==> src/codec_route_pkg.sv <==
// Constants shared by the codec routing and gain register bank.
// Assumes a 32-bit AHB-Lite slave port; the routing word holds one register, the group-five word four.
package codec_route_pkg;
	// Bus geometry
	localparam int DATA_W = 32; // Bus data width
	localparam int BYTE_W = 8; // Register width, low byte of the word
	localparam logic [31:0] GROUP_FIVE_OFFSET = 32'h0000_0000; // Sub-addressed gain group
	localparam logic [31:0] ROUTING_OFFSET = 32'h0000_0004; // Output and input routing
	localparam logic [1:0] HTRANS_NONSEQ = 2'h2; // Transfer kinds that carry a request
	localparam logic [1:0] HTRANS_SEQ = 2'h3;
	localparam logic [2:0] HSIZE_WORD = 3'h2; // Only whole-word transfers take effect
	// Sub-register select in the top two bits of a group-five byte
	localparam int SUBSEL_HI = 7;
	localparam int SUBSEL_LO = 6;
	localparam logic [1:0] SUB_ADC_GAIN = 2'h0;
	localparam logic [1:0] SUB_DAC_GAIN = 2'h1;
	localparam logic [1:0] SUB_SIDETONE = 2'h2;
	localparam logic [1:0] SUB_VERSION = 2'h3;
	// Field positions
	localparam int PGA_HI = 5;
	localparam int PGA_LO = 0;
	localparam int STG_HI = 5;
	localparam int STG_LO = 3;
	localparam int INPUT_BUFFER_GAIN_SEL_HI = 1;
	localparam int INPUT_BUFFER_GAIN_SEL_LO = 0;
	localparam int VER_W = 4; // Version field D3-D0, D5-D4 reserved
	localparam int ENDED_BIT = 7;
	localparam int MUTE_TWO_BIT = 6;
	localparam int MUTE_THREE_BIT = 5;
	localparam int DRV_HI = 4;
	localparam int DRV_LO = 3;
	localparam int AIN_HI = 2;
	localparam int AIN_LO = 1;
	// Values after reset
	localparam logic [5:0] PGA_RESET = 6'h2a;
	localparam logic [2:0] STG_RESET = 3'h7;
	localparam logic [1:0] INPUT_BUFFER_GAIN_SEL_RESET = 2'h0;
	localparam logic ENDED_RESET = 1'h0;
	localparam logic MUTE_RESET = 1'h0;
	localparam logic [1:0] DRV_RESET = 2'h0;
	localparam logic [1:0] AIN_RESET = 2'h0;
	// Decode constants
	localparam logic [2:0] STG_MUTE_CODE = 3'h7;
	localparam logic [4:0] STG_STEP_DB = 5'h03;
	localparam logic [4:0] INPUT_BUFFER_GAIN_SEL_DB_0 = 5'h00;
	localparam logic [4:0] INPUT_BUFFER_GAIN_SEL_DB_1 = 5'h06;
	localparam logic [4:0] INPUT_BUFFER_GAIN_SEL_DB_2 = 5'h0c;
	localparam logic [4:0] INPUT_BUFFER_GAIN_SEL_DB_3 = 5'h18;
	// Read sequence through group five
	typedef enum logic [3:0] {
		READ_ADC = 4'h1,
		READ_DAC = 4'h2,
		READ_SIDE = 4'h4,
		READ_VER = 4'h8
	} read_slot_type;
endpackage

==> src/ahb_word_slave.sv <==
// AHB-Lite slave front end: address phase capture and data phase strobes.
// Assumes a single master, word transfers, and a register file with zero wait states.
`timescale 1ns/1ps
module ahb_word_slave (
	clock,
	rstN,
	clockEn,
	hsel,
	haddr,
	htrans,
	hwrite,
	hsize,
	hready,
	hreadyout,
	hresp,
	rdReq,
	reqAddr,
	wrStrobe,
	wrAddr
);
	import codec_route_pkg::*;
	input wire logic clock;
	input wire logic rstN;
	input wire logic clockEn;
	input wire logic hsel;
	input wire logic [31:0] haddr;
	input wire logic [1:0] htrans;
	input wire logic hwrite;
	input wire logic [2:0] hsize;
	input wire logic hready;
	output logic hreadyout;
	output logic hresp;
	output logic rdReq;
	output logic [31:0] reqAddr;
	output logic wrStrobe;
	output logic [31:0] wrAddr;

	logic wrPending_reg; // A write is in its data phase
	logic [31:0] wrAddr_reg; // Address of that write

	// A request is valid NONSEQ/SEQ of word size while the bus is ready
	wire isActive = hsel && hready && (htrans == HTRANS_NONSEQ || htrans == HTRANS_SEQ);
	wire isWord = (hsize == HSIZE_WORD);
	wire takeReq = isActive && isWord && clockEn;

	// Stall while frozen so no data phase completes unseen
	assign hreadyout = clockEn;
	assign hresp = 1'b0;
	assign rdReq = takeReq && !hwrite;
	assign reqAddr = haddr;
	assign wrStrobe = wrPending_reg && clockEn;
	assign wrAddr = wrAddr_reg;

	// Capture write address; data follows in the next cycle
	always_ff @(posedge clock or negedge rstN) begin
		if (!rstN) begin
			wrPending_reg <= 1'b0;
			wrAddr_reg <= 32'h0000_0000;
		end else if (clockEn) begin
			wrPending_reg <= takeReq && hwrite;
			if (takeReq && hwrite) begin
				wrAddr_reg <= haddr;
			end
		end
	end
endmodule // ahb_word_slave

==> src/codec_route_gain_regs.sv <==
// Routing and gain register bank of a mono voice codec, reached over AHB-Lite.
// Assumes one clock, an active-low asynchronous reset and the analog side wired to the outputs.
`timescale 1ns/1ps
// Contract
// - Sidetone code D5-D3: 111 mute, else attenuation
// - Input buffer code D1-D0: 0/6/12/24 dB
// - D7 selects differential or single-ended outputs
// - D6 mutes analog output two
// - D5 mutes analog output three
// - D4 drives output three, D3 output two
// - D2-D1 select ADC input source
// - Reads cycle ADC, DAC, sidetone, version
module codec_route_gain_regs #(
	parameter logic [3:0] VERSION_ID = 4'h5 // Arbitrary value
) (
	clock,
	nrst,
	clockEn,
	hsel,
	haddr,
	htrans,
	hwrite,
	hsize,
	hwdata,
	hready,
	hrdata,
	hreadyout,
	hresp,
	adcGain,
	dacGain,
	sidetoneGainSel,
	sidetoneMute,
	sidetoneAttenDb,
	inputBufferGainSel,
	inputBufferGainDb,
	outputEndedSel,
	outTwoMute,
	outThreeMute,
	outDriverEnables,
	analogOutTwoEn,
	analogOutThreeEn,
	adcInputSelect,
	adcInputOneHot
);
	import codec_route_pkg::*;
	input wire logic clock;
	input wire logic nrst;
	input wire logic clockEn;
	input wire logic hsel;
	input wire logic [31:0] haddr;
	input wire logic [1:0] htrans;
	input wire logic hwrite;
	input wire logic [2:0] hsize;
	input wire logic [codec_route_pkg::DATA_W-1:0] hwdata;
	input wire logic hready;
	output logic [codec_route_pkg::DATA_W-1:0] hrdata;
	output logic hreadyout;
	output logic hresp;
	output logic [5:0] adcGain;
	output logic [5:0] dacGain;
	output logic [2:0] sidetoneGainSel;
	output logic sidetoneMute;
	output logic [4:0] sidetoneAttenDb;
	output logic [1:0] inputBufferGainSel;
	output logic [4:0] inputBufferGainDb;
	output logic outputEndedSel;
	output logic outTwoMute;
	output logic outThreeMute;
	output logic [1:0] outDriverEnables;
	output logic analogOutTwoEn;
	output logic analogOutThreeEn;
	output logic [1:0] adcInputSelect;
	output logic [3:0] adcInputOneHot;

	// Version field must fit its slot
	if ($bits(VERSION_ID) != VER_W) begin : gVersionCheck
		$error("VERSION_ID width must match the version field");
	end

	// Reset release synchroniser
	logic rstMeta_reg; // First stage, read only by the second
	logic rstSyncN_reg; // Released reset used everywhere else

	// Register storage
	logic [5:0] adcGain_reg; // ADC PGA gain byte
	logic [5:0] dacGain_reg; // DAC PGA gain byte
	logic [2:0] stg_reg; // Sidetone gain code
	logic [1:0] input_buffer_gain_sel_reg; // Input buffer gain code
	logic ended_reg; // Single-ended when set
	logic muteTwo_reg; // Output two mute
	logic muteThree_reg; // Output three mute
	logic [1:0] drv_reg; // Output driver enables
	logic [1:0] ain_reg; // ADC input source
	read_slot_type slot_reg; // Next group-five byte to read
	read_slot_type slot_next;
	logic [DATA_W-1:0] hrdata_reg; // Read data for the data phase
	logic [DATA_W-1:0] hrdata_next;

	// Decoded outputs, one cycle behind the fields
	logic stgMute_reg;
	logic [4:0] stgAtten_reg;
	logic [4:0] inbgDb_reg;
	logic [4:0] stgAtten_next;
	logic [4:0] inbgDb_next;
	logic [3:0] ainHot_reg;

	// Bus front end
	logic rdReq;
	logic [31:0] reqAddr;
	logic wrStrobe;
	logic [31:0] wrAddr;

	ahb_word_slave u_ahb_word_slave (
		.clock(clock),
		.rstN(rstSyncN_reg),
		.clockEn(clockEn),
		.hsel(hsel),
		.haddr(haddr),
		.htrans(htrans),
		.hwrite(hwrite),
		.hsize(hsize),
		.hready(hready),
		.hreadyout(hreadyout),
		.hresp(hresp),
		.rdReq(rdReq),
		.reqAddr(reqAddr),
		.wrStrobe(wrStrobe),
		.wrAddr(wrAddr)
	);

	// Address decode and write selection
	wire [BYTE_W-1:0] wrByte = hwdata[BYTE_W-1:0];
	wire [1:0] wrSub = wrByte[SUBSEL_HI:SUBSEL_LO];
	wire wrGroup = wrStrobe && (wrAddr == GROUP_FIVE_OFFSET);
	wire wrRouting = wrStrobe && (wrAddr == ROUTING_OFFSET);
	wire wrAdc = wrGroup && (wrSub == SUB_ADC_GAIN);
	wire wrDac = wrGroup && (wrSub == SUB_DAC_GAIN);
	wire wrSide = wrGroup && (wrSub == SUB_SIDETONE);
	// A version-select write carries no data; the field is read-only
	wire rdGroup = rdReq && (reqAddr == GROUP_FIVE_OFFSET);
	wire rdRouting = rdReq && (reqAddr == ROUTING_OFFSET);

	// Read bytes; the four group-five bytes are tagged with their select pattern
	wire [BYTE_W-1:0] adcByte = {SUB_ADC_GAIN, adcGain_reg};
	wire [BYTE_W-1:0] dacByte = {SUB_DAC_GAIN, dacGain_reg};
	wire [BYTE_W-1:0] sideByte = {SUB_SIDETONE, stg_reg, 1'b0, input_buffer_gain_sel_reg};
	wire [BYTE_W-1:0] verByte = {SUB_VERSION, 2'h0, VERSION_ID};
	wire [BYTE_W-1:0] routeByte = {ended_reg, muteTwo_reg, muteThree_reg, drv_reg, ain_reg, 1'b0};
	wire [BYTE_W-1:0] groupByte = (slot_reg == READ_DAC) ? dacByte :
		(slot_reg == READ_SIDE) ? sideByte :
		(slot_reg == READ_VER) ? verByte : adcByte;

	// Read sequencing: each group read moves on, a group write restarts at ADC
	always_comb begin
		slot_next = slot_reg;
		if (wrGroup) begin
			slot_next = READ_ADC;
		end else if (rdGroup) begin
			case (slot_reg)
				READ_ADC: slot_next = READ_DAC;
				READ_DAC: slot_next = READ_SIDE;
				READ_SIDE: slot_next = READ_VER;
				READ_VER: slot_next = READ_ADC;
				default: slot_next = READ_ADC;
			endcase
		end
	end

	// Read data mux; unmapped addresses read zero
	always_comb begin
		hrdata_next = hrdata_reg;
		if (rdGroup) begin
			hrdata_next = {{(DATA_W-BYTE_W){1'b0}}, groupByte};
		end else if (rdRouting) begin
			hrdata_next = {{(DATA_W-BYTE_W){1'b0}}, routeByte};
		end else if (rdReq) begin
			hrdata_next = '0;
		end
	end

	// Gain decode of the stored codes
	always_comb begin
		stgAtten_next = 5'h00;
		if (stg_reg != STG_MUTE_CODE) begin
			stgAtten_next = 5'(({2'h0, stg_reg} + 5'h01) * STG_STEP_DB);
		end
		case (input_buffer_gain_sel_reg)
			2'h0: inbgDb_next = INPUT_BUFFER_GAIN_SEL_DB_0;
			2'h1: inbgDb_next = INPUT_BUFFER_GAIN_SEL_DB_1;
			2'h2: inbgDb_next = INPUT_BUFFER_GAIN_SEL_DB_2;
			2'h3: inbgDb_next = INPUT_BUFFER_GAIN_SEL_DB_3;
			default: inbgDb_next = INPUT_BUFFER_GAIN_SEL_DB_0;
		endcase
	end

	// Reset release; the bus front end and registers stay in reset until both stages are set
	always_ff @(posedge clock or negedge nrst) begin
		if (!nrst) begin
			rstMeta_reg <= 1'b0;
			rstSyncN_reg <= 1'b0;
		end else begin
			rstMeta_reg <= 1'b1;
			rstSyncN_reg <= rstMeta_reg;
		end
	end

	// Group-five storage
	always_ff @(posedge clock or negedge rstSyncN_reg) begin
		if (!rstSyncN_reg) begin
			adcGain_reg <= PGA_RESET;
			dacGain_reg <= PGA_RESET;
			stg_reg <= STG_RESET;
			input_buffer_gain_sel_reg <= INPUT_BUFFER_GAIN_SEL_RESET;
		end else if (clockEn) begin
			if (wrAdc) begin
				adcGain_reg <= wrByte[PGA_HI:PGA_LO];
			end
			if (wrDac) begin
				dacGain_reg <= wrByte[PGA_HI:PGA_LO];
			end
			if (wrSide) begin
				stg_reg <= wrByte[STG_HI:STG_LO];
				input_buffer_gain_sel_reg <= wrByte[INPUT_BUFFER_GAIN_SEL_HI:INPUT_BUFFER_GAIN_SEL_LO];
			end
		end
	end

	// Routing storage; bit zero is reserved and not kept
	always_ff @(posedge clock or negedge rstSyncN_reg) begin
		if (!rstSyncN_reg) begin
			ended_reg <= ENDED_RESET;
			muteTwo_reg <= MUTE_RESET;
			muteThree_reg <= MUTE_RESET;
			drv_reg <= DRV_RESET;
			ain_reg <= AIN_RESET;
		end else if (clockEn && wrRouting) begin
			ended_reg <= wrByte[ENDED_BIT];
			muteTwo_reg <= wrByte[MUTE_TWO_BIT];
			muteThree_reg <= wrByte[MUTE_THREE_BIT];
			drv_reg <= wrByte[DRV_HI:DRV_LO];
			ain_reg <= wrByte[AIN_HI:AIN_LO];
		end
	end

	// Read pointer and read data
	always_ff @(posedge clock or negedge rstSyncN_reg) begin
		if (!rstSyncN_reg) begin
			slot_reg <= READ_ADC;
			hrdata_reg <= '0;
		end else if (clockEn) begin
			slot_reg <= slot_next;
			hrdata_reg <= hrdata_next;
		end
	end

	// Registered decode, so the analog side sees glitch-free levels
	always_ff @(posedge clock or negedge rstSyncN_reg) begin
		if (!rstSyncN_reg) begin
			stgMute_reg <= 1'b1;
			stgAtten_reg <= 5'h00;
			inbgDb_reg <= INPUT_BUFFER_GAIN_SEL_DB_0;
			ainHot_reg <= 4'h1;
		end else if (clockEn) begin
			stgMute_reg <= (stg_reg == STG_MUTE_CODE);
			stgAtten_reg <= stgAtten_next;
			inbgDb_reg <= inbgDb_next;
			ainHot_reg <= 4'h1 << ain_reg;
		end
	end

	// Outputs
	assign hrdata = hrdata_reg;
	assign adcGain = adcGain_reg;
	assign dacGain = dacGain_reg;
	assign sidetoneGainSel = stg_reg;
	assign sidetoneMute = stgMute_reg;
	assign sidetoneAttenDb = stgAtten_reg;
	assign inputBufferGainSel = input_buffer_gain_sel_reg;
	assign inputBufferGainDb = inbgDb_reg;
	assign outputEndedSel = ended_reg;
	assign outTwoMute = muteTwo_reg;
	assign outThreeMute = muteThree_reg;
	assign outDriverEnables = drv_reg;
	assign analogOutTwoEn = drv_reg[0];
	assign analogOutThreeEn = drv_reg[1];
	assign adcInputSelect = ain_reg;
	assign adcInputOneHot = ainHot_reg;
endmodule // codec_route_gain_regs

==> config.mk <==
export PLATFORM = sky130hd
export DESIGN_NAME = codec_route_gain_regs
export DESIGN_NICKNAME = d
export VERILOG_FILES = /design/src/codec_route_pkg.sv /design/src/ahb_word_slave.sv /design/src/codec_route_gain_regs.sv
export SDC_FILE = /design/constraint.sdc
export NUM_CORES = 1
export LEC_CHECK = 0
export BUFFER_PORTS_ARGS = -buffer_cell sky130_fd_sc_hd__clkbuf_2
export CAP_MARGIN = 0
export CELL_PAD_IN_SITES_DETAIL_PLACEMENT = 0
export CELL_PAD_IN_SITES_GLOBAL_PLACEMENT = 1
export CORE_MARGIN = 2
export CORE_UTILIZATION = 41
export DETAILED_ROUTE_END_ITERATION = 16
export HOLD_SLACK_MARGIN = 0.08
export PLACE_DENSITY = 0.92
export SLEW_MARGIN = 20
export SYNTH_ARGS = -nofsm -noshare
export SYNTH_HDL_FRONTEND = slang
export SYNTH_SLANG_ARGS = --single-unit
==> constraint.sdc <==
create_clock -name clock -period 4.5 [get_ports clock]
set_input_delay 0.45 -clock clock [delete_from_list [all_inputs] [get_ports clock]]
set_output_delay 0.45 -clock clock [all_outputs]
set_load 0.02 [all_outputs]
==> flow_metrics.env <==
export IMPL_worst_path_max_fanout=24
export IMPL_yosys_area_share_simple=0.127
export IMPL_max_slew_margin_rel=0.286
export IMPL_grt_first_pass_wirelength_um=14400
export IMPL_overflow=0
export IMPL_worst_r2r_startpoint="u_ahb_word_slave.wrAddr[17]"
export IMPL_io_buffers=98
export IMPL_synth_fa_ha_area_frac=0.0207
export IMPL_synthTopCellsByArea="dfrtp_1, mux2_2, dfstp_2"
export IMPL_wl_per_cell_um=14.9
export IMPL_clock_skew_final_ps=12.0
export IMPL_clk_pin_slew_ps=70
export IMPL_worst_slew_pin_slew_ps=1060
export IMPL_wirelength_um=8970
export IMPL_slowest_stage="nor4_2"
export IMPL_core_area_mm2=0.0102
export IMPL_viasPerCell=5.09
export IMPL_ys_ff_latch=85
export IMPL_powerDensity_mw_per_mm2=319
export IMPL_synthXorXnorAreaFrac=0.0104
export IMPL_synthToLayoutAreaGrowth_pct=16.6
export IMPL_fin_tns_setup_ps=0
export IMPL_cts_resized=0
export IMPL_maxCapViolations=0
export IMPL_hold_violations=0
export IMPL_cts_sinks=85
export IMPL_clockBufferDepth=2
export IMPL_synth_most_common_cell="dfrtp_1"
export IMPL_synth_top_flop_cell="dfrtp_1"
export IMPL_antenna_found_initial=0
export IMPL_peakVddDrop_mv=0.178
export IMPL_ys_warn_count=0
export IMPL_synth_compound_area_frac=0.0784
export IMPL_io_pins=150
export IMPL_holdWs_ps=327
export IMPL_fin_crit_ps=2500
export IMPL_cts_tree="yes"
export IMPL_drive_above_1_share=0.412
export IMPL_worstSetupStartpoint="clockEn"
export IMPL_synth_avg_cell_area_um2=11.3
export IMPL_drt_first_pass_iters=4
export IMPL_critical_path_cell_chain="clkbuf_2 -> nor4bb_1 -> nand4_1 -> nor4_2 -> mux2_2"
export IMPL_drt_initial_drc_count=109
export IMPL_crit_path_end_kind="flop"
export IMPL_setup_viol=0
export IMPL_drc=0
export IMPL_synth_top_cell_by_area="dfrtp_1"
export IMPL_synth_area_mm2=0.00423
export IMPL_largest_register_ffs=32
export IMPL_grt_pass1_vias=2946
export IMPL_cp_data_required_time_ps=4730
export IMPL_nNetsFinal=545
export IMPL_numCtsBuffers=9
export IMPL_via_count=3077
export IMPL_placed_cell_area_mm2=0.00471
export IMPL_yosysSeqAreaShare=0.507
export IMPL_dieWidth_um=106
export IMPL_synth_top_family_by_area="multiplexers"
export IMPL_yosys_top_cells_count="dfrtp_1, mux2_2, buf_4, nor4_1, nor2_1"
export IMPL_start_kind="input port"
export IMPL_hpwl_um=6710
export IMPL_slowest_delay_ps=950
export IMPL_async_flop_share=1.00
export IMPL_rsz0062_at_grt="false"
export IMPL_slew_violations=0
export IMPL_fin_crit_sh=0.555
export IMPL_max_freq_ghz=0.401
export IMPL_placementRows=37
export IMPL_clk_latency_ps=350
export IMPL_htreeDepth=3
export IMPL_p_leak_nw=2.40
export IMPL_gp_congestion=0.760
export IMPL_holdCritPathClass="reg -> async"
export IMPL_grt_usage=0.164
export IMPL_clockRootBuffer="clkbuf_8"
export IMPL_synth_mux_area_frac=0.172
export IMPL_fp_dieH_um=106
export IMPL_path_buf_inv=1
export IMPL_cp_arrival_ps=2730
export IMPL_fin_area_mm2=0.00493
export IMPL_status="finished clean"
export IMPL_grt_max_degree=84
export IMPL_n_antenna_cell=0
export IMPL_post_cts_buffers=0
export IMPL_path_class="in -> reg"
export IMPL_cts_hold_fix_buffers=1
export IMPL_initial_utilization=0.415
export IMPL_synth_edff_count=0
export IMPL_dieArea_mm2=0.0111
export IMPL_ant_nets=0
export IMPL_synth_top_area_share=0.432
export IMPL_yosys_cell_types_count=42
export IMPL_syn_inst=373
export IMPL_critPathTopFamily="simple AND/OR/NAND/NOR gates"
## cell families (layout without fill, tap and decap cells)
kind of cell,count (synthesis),after routing
AOI/OAI and AO/OA,51,51
xor gates and xnor gates,5,5
adders and majority gates,7,7
buffers and inverters,65,135
DFF,85,85
muxes,65,65
other,2,27
and+or+nand+nor,93,93
## where the power goes
part           switching [mW]  internal [mW]
Sequential             0.0363          0.806
Combinational           0.115         0.0831
Clock                   0.261          0.270
## routing by layer
metal / global-route usage / vias to the layer above / part of all wire / routed length, µm
met3: 0.0390 / 9 / 0.064 / 574
met4: 0.0611 / 0 / 0.012 / 109
met2: 0.267 / 97 / 0.47 / 4230
met5: 0 / - / 0 / 0
li1: - / 1463 / - / -
met1: 0.213 / 1508 / 0.45 / 4060
## final cells by class
class	instances	area, µm²
inverters	18	67.6
well taps	136	170
fillers	981	5250
clock buffers	12	145
flip-flops and latches	85	2150
clock inverters	4	47.5
repair buffers	101	528
multi-input cells	248	1830
## cells in the final DEF, fill, tap and decap left out, types with 3 or more instances in the layout
cell        n
a2bb2oi_1   4
mux2_2     61
mux2i_1     4
dfstp_2    12
a21oi_1     9
clkbuf_2   98
nor3_1      3
a211o_1     4
nand4_1     3
dfrtp_1    72
inv_1      18
nand3b_1    6
ha_1        7
clkbuf_8   10
nor2_1     20
o22ai_1    14
nand2b_1    4
xnor2_1     4
o21ai_0    11
nor4_1     22
nand3_1     3
conb_1     27
nor3b_1     4
nand2_1    14
## stage by stage
stage | power, mW | setup slack (ps) | instances | utilization
2_1_floorplan | 1.00 | 1980 | 398 | -
3_3_place_gp | 1.05 | 1660 | 586 | 0.462
3_5_place_dp | 1.05 | 1620 | 586 | 0.462
4_1_cts | 1.59 | 1980 | 603 | 0.482
5_1_grt | 1.65 | 1780 | 604 | 0.484
6_report | 1.57 | 2000 | 604 | 0.484
## final timing paths
check / end / slack [ps] / depth (start not counted)
max: outThreeMute / 2000 / 5
min: adcInputOneHot[3] / 330 / 0
max reg2reg: outThreeMute / 2080 / 4
min reg2reg: adcInputOneHot[3] / 330 / 0
max in group asynchronous: slot_reg[0] / 3510 / 1
min in group clock: u_ahb_word_slave.wrAddr[6] / 350 / 2
Note: power is estimated with default switching activity, not from simulation.
